## config.mk

```make
export PLATFORM = sky130hd
export DESIGN_NAME = srs_top
export DESIGN_NICKNAME = d
export VERILOG_FILES = /design/src/pkg/srs_pkg.sv /design/src/logic/srs_wdt.sv /design/src/logic/srs_top.sv
export VERILOG_INCLUDE_DIRS = /design/src /design/src/pkg
export SDC_FILE = /design/constraint.sdc
export NUM_CORES = 1
export LEC_CHECK = 0
export ABC_AREA = 1
export BUFFER_PORTS_ARGS = -buffer_cell sky130_fd_sc_hd__buf_2
export CAP_MARGIN = 20
export CORE_ASPECT_RATIO = 1.1
export CORE_MARGIN = 5
export CORE_UTILIZATION = 42
export CTS_CLUSTER_SIZE = 8
export DETAILED_ROUTE_END_ITERATION = 10
export SYNTH_ARGS = -nofsm -noshare
export SYNTH_HDL_FRONTEND = slang
export SYNTH_SLANG_ARGS = --single-unit
export TNS_END_PERCENT = 10
```

## constraint.sdc

```tcl
create_clock -name clk -period 3.4 [get_ports clk]
set_input_delay 0.17 -clock clk [delete_from_list [all_inputs] [get_ports clk]]
set_output_delay 0.17 -clock clk [all_outputs]
set_load 0.005 [all_outputs]
```

## src/pkg/srs_params.svh

```systemverilog
// Purpose: Constants of the system reset source block.
// Assumes: CPU clock of 125 MHz, 2 MHz oscillator sampled as a level.
// Notes: Times are given in their own units; cycle counts derive from them.
//
// Notes on behaviour
// Brownout compares supply to fuse-chosen threshold and resets when below while active.
// Disabled brownout is forced on at lowest threshold during erase or debug enable.
// After reset pin stays low beyond minimum pulse, reset holds while pin low.
// Watchdog resets if software does not restart it before timeout expires.
// Watchdog reset lasts one to two 2 MHz oscillator periods.
// Writing the software reset bit starts a full system reset.
// Software reset asserts within two CPU clock cycles of the write.
// No instruction runs between software reset request and reset assertion.
// Debug reset source is driven only by the external debug interface.
// Combined reset holds while any source is active, releases synchronously.
`ifndef SRS_PARAMS_SVH
`define SRS_PARAMS_SVH

`define SRS_CLK_MHZ 125
`define SRS_TEXT_NS 1000
`define SRS_TEXT_CYC ((`SRS_TEXT_NS * `SRS_CLK_MHZ + 999) / 1000)
`define SRS_TEXT_W 8
`define SRS_SW_HOLD_CYC 4
`define SRS_BOD_LOWEST 3'h0
`define SRS_BOD_LEVELS 8
`define SRS_WDT_BASE 16'h0008
`define SRS_WDT_SEL_MAX 4'hB

`endif

```

## src/pkg/srs_pkg.sv

```systemverilog
// Purpose: Types of the system reset source block.
// Assumes: Nothing beyond the constants header.
// Notes: One bit per reset source.
package srs_pkg;

    typedef struct packed {
        logic brownout;
        logic ext_pin;
        logic watchdog;
        logic software;
        logic debug;
    } srs_src_s;

    typedef enum logic [1:0] {
        EXT_IDLE = 2'b00,
        EXT_QUAL = 2'b01,
        EXT_HOLD = 2'b10
    } srs_ext_e;

endpackage

```

## src/logic/srs_wdt.sv

```systemverilog
// Purpose: Watchdog timeout counter and reset pulse.
// Assumes: osc_tick is one clk cycle per rising edge of the 2 MHz oscillator.
// Notes: Timeout is the base count shifted by the period select, clamped to SRS_WDT_SEL_MAX.
`timescale 1ns/100ps
`default_nettype none
`include "srs_params.svh"

module srs_wdt (
    // Clock and reset
    input wire logic clk,
    input wire logic srst,
    // Oscillator tick
    input wire logic osc_tick,
    // Software control
    input wire logic wdt_enable,
    input wire logic [3:0] period_sel,
    input wire logic restart,
    // Reset out
    output logic wdt_rst
);

    logic [15:0] cnt_r;
    logic [15:0] limit;
    logic [3:0] sel_c;
    logic [1:0] hold_ticks_r;

    assign sel_c = (period_sel > `SRS_WDT_SEL_MAX) ? `SRS_WDT_SEL_MAX : period_sel;
    assign limit = `SRS_WDT_BASE << sel_c;

    always_ff @(posedge clk) begin
        if (srst || !wdt_enable || restart || wdt_rst) begin
            cnt_r <= 16'h0000;
        end else if (osc_tick) begin
            cnt_r <= cnt_r + 16'h0001;
        end
    end

    // The pulse ends at the next oscillator edge, so it spans one oscillator period.
    always_ff @(posedge clk) begin
        if (srst) begin
            wdt_rst <= 1'b0;
        end else if (wdt_rst && osc_tick) begin
            wdt_rst <= 1'b0;
        end else if (wdt_enable && !restart && osc_tick && cnt_r == limit - 16'h0001) begin
            wdt_rst <= 1'b1;
        end
    end

    always_ff @(posedge clk) begin
        if (srst || !wdt_rst) begin
            hold_ticks_r <= 2'h0;
        end else if (osc_tick && hold_ticks_r != 2'h3) begin
            hold_ticks_r <= hold_ticks_r + 2'h1;
        end
    end
endmodule
`default_nettype wire

```

## src/logic/srs_top.sv

```systemverilog
// Purpose: Combines brownout, pin, watchdog, software and debug reset sources.
// Assumes: Comparator outputs, reset pin and oscillator are asynchronous.
// Notes: The combined reset is a registered level on the CPU clock.
`timescale 1ns/100ps
`default_nettype none
`include "srs_params.svh"

module srs_top (
    // Clock and reset
    input wire logic clk,
    input wire logic srst,
    // Brownout comparators and fuses
    input wire logic [`SRS_BOD_LEVELS-1:0] supply_below,
    input wire logic [2:0] brownout_threshold_fuse,
    input wire logic brownout_fuse_enable,
    input wire logic chip_erase_active,
    // External reset pin
    input wire logic reset_pin_n,
    // Internal oscillator
    input wire logic osc_2mhz,
    // Watchdog control
    input wire logic wdt_enable,
    input wire logic [3:0] wdt_period_sel,
    input wire logic wdt_restart,
    // Software reset
    input wire logic sw_reset_wr,
    // Program and debug interface
    input wire logic program_debug_interface_en,
    input wire logic program_debug_interface_rst,
    // Cause flags
    input wire logic cause_clear,
    output srs_pkg::srs_src_s reset_cause,
    // Reset outputs
    output logic sys_rst,
    output logic cpu_halt
);

    localparam int NSYNC = `SRS_BOD_LEVELS + 4;

    logic [NSYNC-1:0] async_in;
    logic [NSYNC-1:0] meta_r;
    logic [NSYNC-1:0] sync_r;
    logic [`SRS_BOD_LEVELS-1:0] below_s;
    logic pin_low_s;
    logic osc_s;
    logic dbg_en_s;
    logic dbg_rst_s;
    logic osc_d_r;
    logic osc_tick;

    srs_pkg::srs_src_s src;
    srs_pkg::srs_ext_e ext_state_r;
    logic [`SRS_TEXT_W-1:0] ext_cnt_r;
    logic bod_active;
    logic [2:0] bod_level;
    logic wdt_rst;
    logic sw_req_r;
    logic [2:0] sw_hold_r;
    logic sys_rst_r;
    srs_pkg::srs_src_s cause_r;

    assign async_in = {program_debug_interface_rst, program_debug_interface_en, osc_2mhz, ~reset_pin_n, supply_below};

    // Two flops on every asynchronous input before any logic reads it.
    genvar gi;
    generate
        for (gi = 0; gi < NSYNC; gi++) begin : g_sync
            always_ff @(posedge clk) begin
                if (srst) begin
                    meta_r[gi] <= 1'b0;
                    sync_r[gi] <= 1'b0;
                end else begin
                    meta_r[gi] <= async_in[gi];
                    sync_r[gi] <= meta_r[gi];
                end
            end
        end
    endgenerate

    assign below_s = sync_r[`SRS_BOD_LEVELS-1:0];
    assign pin_low_s = sync_r[`SRS_BOD_LEVELS];
    assign osc_s = sync_r[`SRS_BOD_LEVELS+1];
    assign dbg_en_s = sync_r[`SRS_BOD_LEVELS+2];
    assign dbg_rst_s = sync_r[`SRS_BOD_LEVELS+3];

    always_ff @(posedge clk) begin
        if (srst) begin
            osc_d_r <= 1'b0;
        end else begin
            osc_d_r <= osc_s;
        end
    end

    assign osc_tick = osc_s && !osc_d_r;

    // Erase and debug keep brownout alive even when the fuse turns it off.
    assign bod_active = brownout_fuse_enable || chip_erase_active || dbg_en_s;
    assign bod_level = brownout_fuse_enable ? brownout_threshold_fuse : `SRS_BOD_LOWEST;
    assign src.brownout = bod_active && below_s[bod_level];

    // Short glitches on the pin are filtered by the qualification count.
    always_ff @(posedge clk) begin
        if (srst) begin
            ext_state_r <= srs_pkg::EXT_IDLE;
            ext_cnt_r <= '0;
        end else begin
            case (ext_state_r)
                srs_pkg::EXT_IDLE: begin
                    ext_cnt_r <= '0;
                    if (pin_low_s) begin
                        ext_state_r <= srs_pkg::EXT_QUAL;
                    end
                end
                srs_pkg::EXT_QUAL: begin
                    if (!pin_low_s) begin
                        ext_state_r <= srs_pkg::EXT_IDLE;
                    end else if (ext_cnt_r == `SRS_TEXT_W'(`SRS_TEXT_CYC)) begin
                        ext_state_r <= srs_pkg::EXT_HOLD;
                    end else begin
                        ext_cnt_r <= ext_cnt_r + `SRS_TEXT_W'(1);
                    end
                end
                srs_pkg::EXT_HOLD: begin
                    if (!pin_low_s) begin
                        ext_state_r <= srs_pkg::EXT_IDLE;
                    end
                end
                default: begin
                    ext_state_r <= srs_pkg::EXT_IDLE;
                end
            endcase
        end
    end

    assign src.ext_pin = (ext_state_r == srs_pkg::EXT_HOLD) && pin_low_s;

    srs_wdt u_wdt (
        .clk(clk),
        .srst(srst),
        .osc_tick(osc_tick),
        .wdt_enable(wdt_enable),
        .period_sel(wdt_period_sel),
        .restart(wdt_restart),
        .wdt_rst(wdt_rst)
    );

    assign src.watchdog = wdt_rst;

    // The request is held a few cycles so the combined reset sees it for sure.
    always_ff @(posedge clk) begin
        if (srst) begin
            sw_req_r <= 1'b0;
            sw_hold_r <= 3'h0;
        end else if (sw_reset_wr) begin
            sw_req_r <= 1'b1;
            sw_hold_r <= 3'(`SRS_SW_HOLD_CYC);
        end else if (sw_hold_r != 3'h0) begin
            sw_hold_r <= sw_hold_r - 3'h1;
        end else begin
            sw_req_r <= 1'b0;
        end
    end

    assign src.software = sw_req_r;
    assign cpu_halt = sw_reset_wr || sw_req_r;

    // Only the debug pin input reaches this source; no core signal does.
    assign src.debug = dbg_rst_s;

    always_ff @(posedge clk) begin
        if (srst) begin
            sys_rst_r <= 1'b1;
        end else begin
            sys_rst_r <= |src;
        end
    end

    assign sys_rst = sys_rst_r;

    // A new cause wins over a clear in the same cycle.
    always_ff @(posedge clk) begin
        if (srst) begin
            cause_r <= '0;
        end else begin
            cause_r <= (cause_clear ? '0 : cause_r) | src;
        end
    end

    assign reset_cause = cause_r;
endmodule
`default_nettype wire

```

======== Word-level counts from Yosys, hierarchy flattened ========
Cells that the tools add are included.
storage, ports and cells
  bits in read-only memories .............. 0
  latch bits .............................. 0
  RAM bits ................................ 0
  flip-flop bits (word level) ............. 62
  logic and storage cells ................. 99
  input port bits ......................... 27
  output and inout bits ................... 7
  memories kept ........................... 0
operators by class
  equal/unequal tests ..................... 10
  divide/modulo/power cells ............... 0
  shift operators ......................... 1
  bitwise gates (word level) .............. 2
  magnitude comparators ................... 2
  add/subtract/negate cells ............... 4
  multiplexer cells ....................... 17
  multiply operators ...................... 0
  reductions and logical operators ........ 25
operators by type and width
  kind                                                                    count
  16-bit by 1-bit adder with 16-bit output (second input constant)        1
  16-bit equality test                                                    1
  8-bit 2-to-1 mux                                                        2
  8-bit one-hot mux with 2 select lines                                   1
  4-bit by 4-bit left shift with 16-bit output (first input constant)     1
  16-bit by 1-bit subtractor with 16-bit output (second input constant)   1
  2-bit != test (second input constant)                                   5
  3-bit 2-to-1 mux                                                        3
  8-bit by 1-bit adder with 8-bit output (second input constant)          1
  8-bit by 7-bit equality test with 1-bit output (second input constant)  1
  2-bit 2-to-1 mux                                                        4
  1-bit logical AND                                                       7
  1-bit logical OR                                                        6
  2-bit one-hot mux with 3 select lines                                   1
  3-bit AND reduction                                                     2
  5-bit 2-to-1 mux                                                        1
  5-bit OR                                                                1
  5-bit OR reduction                                                      1
  4-bit greater-than comparator (second input constant)                   1
  3-bit by 4-bit < comparator with 1-bit output (second input constant)   1
  4-bit 2-to-1 mux                                                        1
  2-bit nonzero test                                                      2
  2-bit OR reduction                                                      2
  1-bit binary-select mux with 3-bit select                               1
  9 further kinds                                                         13

======== Logic depth before layout (Yosys ltp) ========
Gate-level depths: netlist of run 1.
  depth after elaboration ................. 6
  depth in mapped cells ................... 12
  depth with buffers taken out ............ 12

======== Modules after synthesis ========
A second synthesis of run 1 with hierarchy kept.
unflattened totals
  cells, all modules ...................... 446
  area total of the unflattened synthesis .. 3026.7 um^2
by module, submodules not included
  module   cells an instance  area an instance (um^2)  times used  sequential area each (um^2)
  srs_top  233                1783.0                   1           900.9
  srs_wdt  213                1243.7                   1           340.3

======== Worst setup path after synthesis of run 1 ========
No wires, ideal clock.
  kind .................................... register to register
  start point ............................. register u_wdt.cnt_r[0]
  end point ............................... register u_wdt.cnt_r[14]
  data required time ...................... 3.281 ns
  cell stages (with the launch flop) ...... 9
  path slack .............................. 1.969 ns
  arrival ................................. 1.312 ns
  clock period less this slack ............ 1.431 ns
  library setup time ...................... 0.119 ns
  buffers on the path ..................... 0
  cell sequence ........................... dfxtp_1 ha_1 nand3_4 nor2_4 nand4_4 nor2_4 nand2_1 xor2_1 nor2_1
between the ends
  cells in the longest elaborated chain, start to end .. 1
RTL lines
  what                                      line           source
  start: declaration                        srs_wdt.sv:22  logic [15:0] cnt_r;
  start signal: assignment                  srs_wdt.sv:34  cnt_r <= cnt_r + 16'h0001;
  16-bit by 1-bit adder with 16-bit output  srs_wdt.sv:34
No other way between the ends.
A chain may end at the register's enable or synchronous reset.

======== Worst setup path in the final report of run 1 ========
Same ends and word-level chain as after synthesis.

==> results of run 1 <==
-- state kept, by name (all words and copies together) (netlist names) --
| name | count |
|---|---|
| sw_hold_r | 3 |
| osc_s | 1 |
| u_wdt.cnt_r | 16 |
| dbg_en_s | 1 |
| u_wdt.wdt_rst | 1 |
| ext_state_r | 2 |
| meta_r | 12 |
| ext_cnt_r | 8 |
| sw_req_r | 1 |
| osc_d_r | 1 |
| dbg_rst_s | 1 |
| below_s | 8 |
| sys_rst | 1 |
| reset_cause | 5 |
| pin_low_s | 1 |
-- logic make-up after synthesis --
kind of cell / count (synthesis) / share of synthesized area [%]
compound gates: 53 / 10.3
xor+xnor: 5 / 1.53
fa+ha+maj: 6 / 2.63
buf+inv: 80 / 10.6
flops: 62 / 43.5
simple gates: 193 / 31.4
-- worst min path at each step --
stage,to,slack [ns],cells after the start
3_5_place_dp,meta_r[8]$_SDFF_PP0_,0.33,2
6_report,meta_r[1]$_SDFF_PP0_,0.04,3
5_1_grt,meta_r[1]$_SDFF_PP0_,0.02,3
2_1_floorplan,meta_r[8]$_SDFF_PP0_,0.24,1
3_3_place_gp,meta_r[8]$_SDFF_PP0_,0.33,2
4_1_cts,meta_r[3]$_SDFF_PP0_,0.02,3
-- critical path, stage by stage (launching register included) --
cell and delay [ns]:
dfxtp_1 0.43, ha_1 0.25, nand3_4 0.12, nor2_4 0.16, nand4_4 0.12, nor2_4 0.15, nand2_1 0.08, xor2_1 0.14
nor2_1 0.05
-- stage by stage --
| stage | std cells | cell area [sq um] |
|---|---|---|
| 2_1_floorplan | 399 | 2850 |
| 3_3_place_gp | 508 | 3100 |
| 3_5_place_dp | 508 | 3100 |
| 4_1_cts | 525 | 3310 |
| 5_1_grt | 525 | 3310 |
| 6_report | 525 | 3310 |
-- layout by cell type (no fill, tap or decap), types with 2 or more instances in the layout --
| master | synthesis | final |
|---|---|---|
| clkbuf_1 | 1 | 2 |
| nor3_1 | 6 | 6 |
| nor2_4 | 4 | 4 |
| xor2_1 | 3 | 3 |
| o21bai_1 | 2 | 2 |
| o21ai_0 | 10 | 10 |
| nand3b_1 | 3 | 3 |
| dfxtp_1 | 62 | 62 |
| nor2_1 | 57 | 57 |
| o21a_1 | 3 | 3 |
| clkbuf_8 | 0 | 11 |
| a211oi_1 | 3 | 3 |
| nand2_1 | 79 | 79 |
| xnor2_1 | 2 | 2 |
| buf_2 | 2 | 33 |
| ha_1 | 6 | 6 |
| a21oi_1 | 32 | 32 |
| nor2_2 | 2 | 2 |
| inv_1 | 73 | 73 |
| nand3_1 | 29 | 29 |
| nand4_1 | 5 | 5 |
-- where the power goes --
part / switching [uW] / internal [uW]
clock: 267 / 378
combinational: 71.0 / 45.8
sequential: 8.28 / 748
-- area by class of cell --
class                           count  area (sq um)  area share [%]
Multi-Input combinational cell    257          1310            39.6
Sequential cell                    62          1240            37.5
Inverter                           74           278            8.40
Timing Repair Buffer               34           175            5.30
Clock buffer                       13           159            4.80
Tap cell                           82           103            3.10
Clock inverter                      3          42.5            1.29
-- layer usage --
| metal | GRT usage (%) | vias up |
|---|---|---|
| met5 | 0 | - |
| met4 | 8.44 | 0 |
| met3 | 3.22 | 12 |
| met2 | 23.3 | 51 |
| met1 | 19.2 | 1072 |
| li1 | - | 1325 |
==> metrics.txt, run 1 <==
fraction of final layout cells sized beyond drive strength 1=13.8%; Max-cap violations=0; syn_nets=432; FP Rows=31; vias=2,460; die area=8550 sq um; first-pass GRT wire length=10,000 um; predominant post-synthesis flop cell=dfxtp_1; Fillers=685; chip width=88.6 um; HP Start=supply_below[1]; Starting Density=43.3%; Max Slew Vio Count=0; CP Capture Type=register; Avg WL per Cell=10.7 um; DPL Wire Length=4180 um; Antenna Nets Post-Route=0; CTS tree=yes; Worst Path Max Fanout=4; Mean Syn Cell Area=7.15 sq um; Total Routing Usage GR=15.0%; routed wire length=5600 um; DRC viols=0; total power=1520 uW; GRT Residual Overflow=0; Worst setup SP type=register; leak pwr=0.00149 uW; Synth area leader=dfxtp_1; Syn Std Cell Area=2850 sq um; min cycle time layout=1.60 ns; RSZ-0062 raised after global routing=false; Clock Tree Buf Depth=2; final setup TNS=0 ns; largest cells by area after synthesis=dfxtp_1, nand2_1, inv_1; Reg clk slew, reported paths=0.07 ns; Power Density=459 nW/um^2; met3 WL=258 um; DR vias/cell=4.69; largest net degree at the start of global routing=40; Worst Setup EP=u_wdt.cnt_r[14]$_SDFFE_PP0P_; CTS Buf Count=9; fin util=50.2%; maximum clock rate=623 MHz; Syn. warnings=0; DR top layer=met4; H-tree depth=3; Final setup violation count=0; Fin. Hold Viols=0; WHS=0.0440 ns; worst setup path category=register to register; Worst Setup SP=u_wdt.cnt_r[0]$_SDFFE_PP0P_; Area Growth Syn to Fin=15.9%; FF-to-FF path depth=8; Core Footprint=6590 sq um; Hold Crit Class=input pin to register; Reg2Reg Setup Slack=1.80 ns; Ports=34; Slew @ Worst Pin=0.680 ns; fraction of registers with async set/reset=0%; Die H=96.5 um; pre-CTS setup slack=1.66 ns; worst vdd ir=282 uV; CTS sink cnt=62; PortBufs=33; number of cells produced by synthesis=399; worst skew pair latency=0.32 ns; Ant. Diodes=0; Synth top area share=43.5%; total iterations of the first detailed-routing run=4; #FFs+latches synth=62; fin nets=471; postcts setup bufs=0; fin worst setup slack=1.80 ns; vias in the first global route=2,317; Commonest cells post-synth=nand2_1, inv_1, dfxtp_1, nor2_1, a21oi_1; post-CTS resize count=0; Metal-1 WL=2680 um; Worst R2R End=u_wdt.cnt_r[14]$_SDFFE_PP0P_; crit share post-route=47.2%; outcome=complete, no violations; CTS Hold Bufs=1; metal2 WL=2520 um; Slew HR=54.6%; FF-to-FF Start=u_wdt.cnt_r[0]$_SDFFE_PP0P_; Worst EP required=3.61 ns; initial antenna violation count=0; WP data arrival=1.82 ns; gp weighted congestion=0.836; clock skew=0.00964 ns; sequential element share of the synthesized area=43.5%; clock root buffer=clkbuf_8; Synth cell types=33; violation count after the first detailed-route iteration=93; number of synthesized flops with an enable pin=0; count leader, synth=nand2_1
Power figures use the tool's default switching activity.
==> run 2, diff against run 1 <==
==> constraint.sdc (replaced) <==
create_clock -name clk -period 1.65 [get_ports clk]
set_input_delay 0.0825 -clock clk [delete_from_list [all_inputs] [get_ports clk]]
set_output_delay 0.0825 -clock clk [all_outputs]
set_load 0.005 [all_outputs]
==> run 2 against run 1 <==
  * Final area up 5.9%
  * First-iteration DRC count increased by 24%
  * Clock-buffer cell count down 3
  * Register-to-register slack got worse by 1.6 ns
  * Die area is the same
  * Final cell count up 3.8%
  * Largest power group unchanged
  * Sequential share of layout area decreased by 2.0 points
  * Flip-flop and latch count did not move
  * Combinational power is 140% higher
==> metrics.txt, run 2 (synthesis gave the netlist of run 1 again) <==
clock root buffer=clkbuf_8; initial antenna violation count=0; FF-to-FF path depth=8; multi-input logic area=1320 sq um; Final setup violation count=0; RSZ-0062 raised after global routing=false; Max Slew Vio Count=0; Worst setup SP type=register; H-tree depth=3; CTS tree=yes; Slew @ Worst Pin=0.367 ns; Reg2Reg Setup Slack=0.16 ns; DRC viols=0; CTS Buf Count=9; vias=2,535; Worst Path Max Fanout=4; maximum clock rate=671 MHz; FP Rows=31; worst vdd ir=600 uV; final setup TNS=0 ns; total iterations of the first detailed-routing run=5; PortBufs=33; Starting Density=43.3%; chip width=88.6 um; routed wire length=5960 um; Hold Crit Class=input pin to register; DPL Wire Length=4470 um; CP Capture Type=register; flip-flop and latch area=1240 sq um; WHS=0.0420 ns; clock skew=0.00645 ns; vias in the first global route=2,381; Worst Setup EP=u_wdt.cnt_r[14]$_SDFFE_PP0P_; CTS sink cnt=62; Placed Area=3160 sq um; crit share post-route=90.4%; most frequent cells in the layout=nand2_1, inv_1, dfxtp_1; gp weighted congestion=0.862; Worst EP required=1.87 ns; Fin. Hold Viols=0; Antenna Nets Post-Route=0; outcome=complete, no violations; violation count after the first detailed-route iteration=115; fraction of final layout cells sized beyond drive strength 1=16.4%; Fillers=649; total power=3190 uW; FF-to-FF Start=u_wdt.cnt_r[0]$_SDFFE_PP0P_; worst setup path category=register to register; GRT Residual Overflow=0; Area Growth Syn to Fin=22.7%; Ant. Diodes=0; Power Density=910 nW/um^2; Top Registers=u_wdt.cnt_r: 16 flops, meta_r: 12 flops; DR vias/cell=4.65; Max-cap violations=0; worst skew pair latency=0.33 ns; largest net degree at the start of global routing=16; Clock Tree Buf Depth=2; Total Routing Usage GR=15.4%; Core Footprint=6590 sq um; most common cell after layout, fill and taps aside=nand2_1; Reg clk slew, reported paths=0.07 ns; Die H=96.5 um; Avg WL per Cell=10.9 um; max FFs per register=16; fin nets=491; leak pwr=0.00157 uW; WP data arrival=1.71 ns; Ports=34; postcts setup bufs=0; min cycle time layout=1.49 ns; die area=8550 sq um; Worst Setup SP=u_wdt.cnt_r[0]$_SDFFE_PP0P_; Largest Register=u_wdt.cnt_r; Finished Cell Area=3500 sq um; Worst R2R End=u_wdt.cnt_r[14]$_SDFFE_PP0P_; Slew HR=75.5%; first-pass GRT wire length=10,300 um
-- run 2: changes by cell type in the layout (fill, tap and decap cells not counted), moves of 2 or more --
cell / change
buf_4: +9
clkbuf_1: -2
clkinv_4: +3
dlygate4sd3_1: +11
-- run 2: report_power, final --
group	total, uW	internal (uW)	switching (uW)
combinational	279	123	156
clock	1350	745	606
sequential	1560	1540	17.0
total	3190	2410	779
-- run 2: cell type report --
cell class                      instances  share of cell area, %
Multi-Input combinational cell        257                   37.6
Sequential cell                        62                   35.5
Timing Repair Buffer                   54                   10.1
Inverter                               74                   7.93
Clock buffer                           10                   3.93
Tap cell                               82                   2.93
Clock inverter                          6                   2.04
-- run 2: worst max-delay path: stages, from the launching register on --
cell and delay [ns]:
dfxtp_2 0.37, ha_2 0.22, nand3_4 0.10, nor2_4 0.16, nand4_4 0.12, nor2_4 0.14, nand2_1 0.08, xor2_1 0.15
nor2_1 0.05
-- run 2: routing by layer --
metal	wire, um	vias up	track usage [%]
met5	0	-	0
met4	54	0	5.67
met3	345	4	5.17
met2	2830	58	25.0
met1	2730	1104	18.9
li1	-	1369	-
-- run 2: per-stage QoR --
| step | cells | utilization [%] | setup WS [ns] |
|---|---|---|---|
| 3_3_place_gp | 517 | 48.0 | 0.147 |
| 2_1_floorplan | 399 | - | 0.219 |
| 4_1_cts | 545 | 53.0 | 0.0747 |
| 5_1_grt | 545 | 53.1 | 0.00792 |
| 3_5_place_dp | 517 | 48.0 | 0.0225 |
| 6_report | 545 | 53.1 | 0.159 |
-- run 2: what timing repair did --
item / 4_1_cts / 5_1_grt
setup endpoints to repair: 0 / 3
endpoints found under the hold margin: 12 / 0
resized for setup: 0 / 4
hold buffers: 12 / 0
-- run 2: worst min path at each step --
stage / start / endpoint / slack (ns) / depth (start not counted)
4_1_cts: sw_reset_wr / sw_req_r$_SDFFE_PP0P_ / 0.03 / 3
3_3_place_gp: reset_pin_n / meta_r[8]$_SDFF_PP0_ / 0.24 / 2
2_1_floorplan: reset_pin_n / meta_r[8]$_SDFF_PP0_ / 0.15 / 1
6_report: sw_reset_wr / sw_req_r$_SDFFE_PP0P_ / 0.04 / 3
3_5_place_dp: reset_pin_n / meta_r[8]$_SDFF_PP0_ / 0.25 / 2
5_1_grt: sw_reset_wr / sw_req_r$_SDFFE_PP0P_ / 0.04 / 3
==> run 3, diff against run 2 <==
--- a/config.mk
+++ b/config.mk
@@ -14,6 +14,7 @@
 export CORE_UTILIZATION = 42
 export CTS_CLUSTER_SIZE = 8
 export DETAILED_ROUTE_END_ITERATION = 10
+export REMOVE_ABC_BUFFERS = 1
 export SYNTH_ARGS = -nofsm -noshare
 export SYNTH_HDL_FRONTEND = slang
 export SYNTH_SLANG_ARGS = --single-unit
==> run 3 against run 2 <==
  * First-iteration DRC count up 50%
  * Wire length down 0.12%
  * Hold slack better by 0.0063 ns
  * Setup slack worse by 0.044 ns
  * Power down 3.5%
  * Global-route usage about the same
  * Via count up 1.4%
  * Largest cell class unchanged
==> metrics.txt, run 3 (synthesis gave the netlist of run 1 again) <==
Starting Density=43.3%; GRT Residual Overflow=0; Ports=34; Total Routing Usage GR=15.4%; CTS tree=yes; pre-CTS setup slack=0.0582 ns; Max Slew Vio Count=0; WP data arrival=1.74 ns; Worst EP required=1.86 ns; crit share post-route=93.0%; Finished Cell Area=3480 sq um; Avg WL per Cell=10.9 um; most frequent cells in the layout=nand2_1, inv_1, dfxtp_1; vias in the first global route=2,387; HP Start=sw_reset_wr; worst setup path category=register to register; Antenna Nets Post-Route=0; CP Capture Type=register; Placed Area=3160 sq um; final setup TNS=0 ns; min cycle time layout=1.54 ns; Core Footprint=6590 sq um; fraction of final layout cells sized beyond drive strength 1=16.2%; total iterations of the first detailed-routing run=4; PortBufs=33; FP Rows=31; CTS sink cnt=62; Worst setup SP type=register; WHS=0.0483 ns; DPL Wire Length=4370 um; Area Growth Syn to Fin=22.1%; Final setup violation count=0; violation count after the first detailed-route iteration=173; clock root buffer=clkbuf_8; RSZ-0062 raised after global routing=false; Power Density=883 nW/um^2; Reg clk slew, reported paths=0.06 ns; fin worst setup slack=0.115 ns; initial antenna violation count=0; most common cell after layout, fill and taps aside=nand2_1; Slew HR=73.0%; die area=8550 sq um; Hold Crit Class=input pin to register; chip width=88.6 um; Clock Tree Buf Depth=2; fin nets=492; gp weighted congestion=0.865; FF-to-FF path depth=8; Fillers=671; Worst Setup SP=u_wdt.cnt_r[0]$_SDFFE_PP0P_; CTS Buf Count=9; max FFs per register=16; DR vias/cell=4.71; leak pwr=0.00157 uW; Slew @ Worst Pin=0.405 ns; Ant. Diodes=0; DRC viols=0; Largest Register=u_wdt.cnt_r; Die H=96.5 um; routed wire length=5950 um; first-pass GRT wire length=10,200 um; H-tree depth=3; worst vdd ir=571 uV; Worst Path Max Fanout=4; Hold Path Depth=3; Max-cap violations=0; maximum clock rate=651 MHz; FF-to-FF Start=u_wdt.cnt_r[0]$_SDFFE_PP0P_; vias=2,570; outcome=complete, no violations; clock skew=0.00950 ns; Top Registers=u_wdt.cnt_r: 16 flops, meta_r: 12 flops; Fin. Hold Viols=0; worst skew pair latency=0.33 ns; largest net degree at the start of global routing=23; Reg2Reg Setup Slack=0.11 ns
run 3: cell count changes in the layout (fill, tap and decap cells not counted):
cell,change
dfxtp_1,-1
clkbuf_8,-1
buf_4,+1
clkinv_4,-3
clkbuf_1,+3
clkinvlp_4,-1
dfxtp_2,+1
clkinv_2,+2
run 3: routing by layer:
metal  vias to the layer above  share of wire, %  GRT usage [%]
li1                       1364                 -              -
met1                      1138                48           20.2
met2                        63                46           23.8
met3                         5               4.8           4.58
met4                         0               1.1           6.30
met5                         -                 0              0
run 3: final timing paths:
check                                  to
min reg2reg         below_s[1]$_SDFF_PP0_
max reg2reg  u_wdt.cnt_r[14]$_SDFFE_PP0P_
min                 sw_req_r$_SDFFE_PP0P_
max          u_wdt.cnt_r[14]$_SDFFE_PP0P_
run 3: timing repair:
item	4_1_cts	5_1_grt
buffers inserted	0	2
hold endpoints to repair	12	0
hold buffers	12	0
resized for setup	0	5
endpoints found under the setup margin	0	4
run 3: power by group:
part | leakage, uW | internal (uW) | total [uW] | switching, uW
logic | 0.000973 | 124 | 278 | 154
clock network | 0.0000904 | 694 | 1240 | 545
registers | 0.000507 | 1540 | 1560 | 18.0
total | 0.00157 | 2360 | 3080 | 716
run 3: area by class of cell:
class / instances / area [sq um] / area share, %
clock inverter: 4 / 47.5 / 1.36
timing repair buffer: 55 / 360 / 10.3
sequential: 62 / 1240 / 35.7
inverter: 74 / 278 / 7.97
clock buffer: 12 / 135 / 3.88
multi-input combinational: 257 / 1320 / 37.8
tap: 82 / 103 / 2.94
run 3: worst max-delay path, cell delays in order, from the launching register on:
cell and delay (ns):
dfxtp_2 0.38, ha_2 0.23, nand3_4 0.11, nor2_4 0.15
nand4_4 0.11, nor2_4 0.15, nand2_1 0.08, xor2_1 0.16
nor2_1 0.05
run 3: stage by stage:
step | util (%) | power (uW) | std cells
after floorplan | - | 1740 | 393
after global placement | 47.9 | 1840 | 516
after detailed placement | 47.9 | 1850 | 516
after CTS | 52.5 | 3120 | 544
after global routing | 52.8 | 3240 | 546
final | 52.8 | 3080 | 546
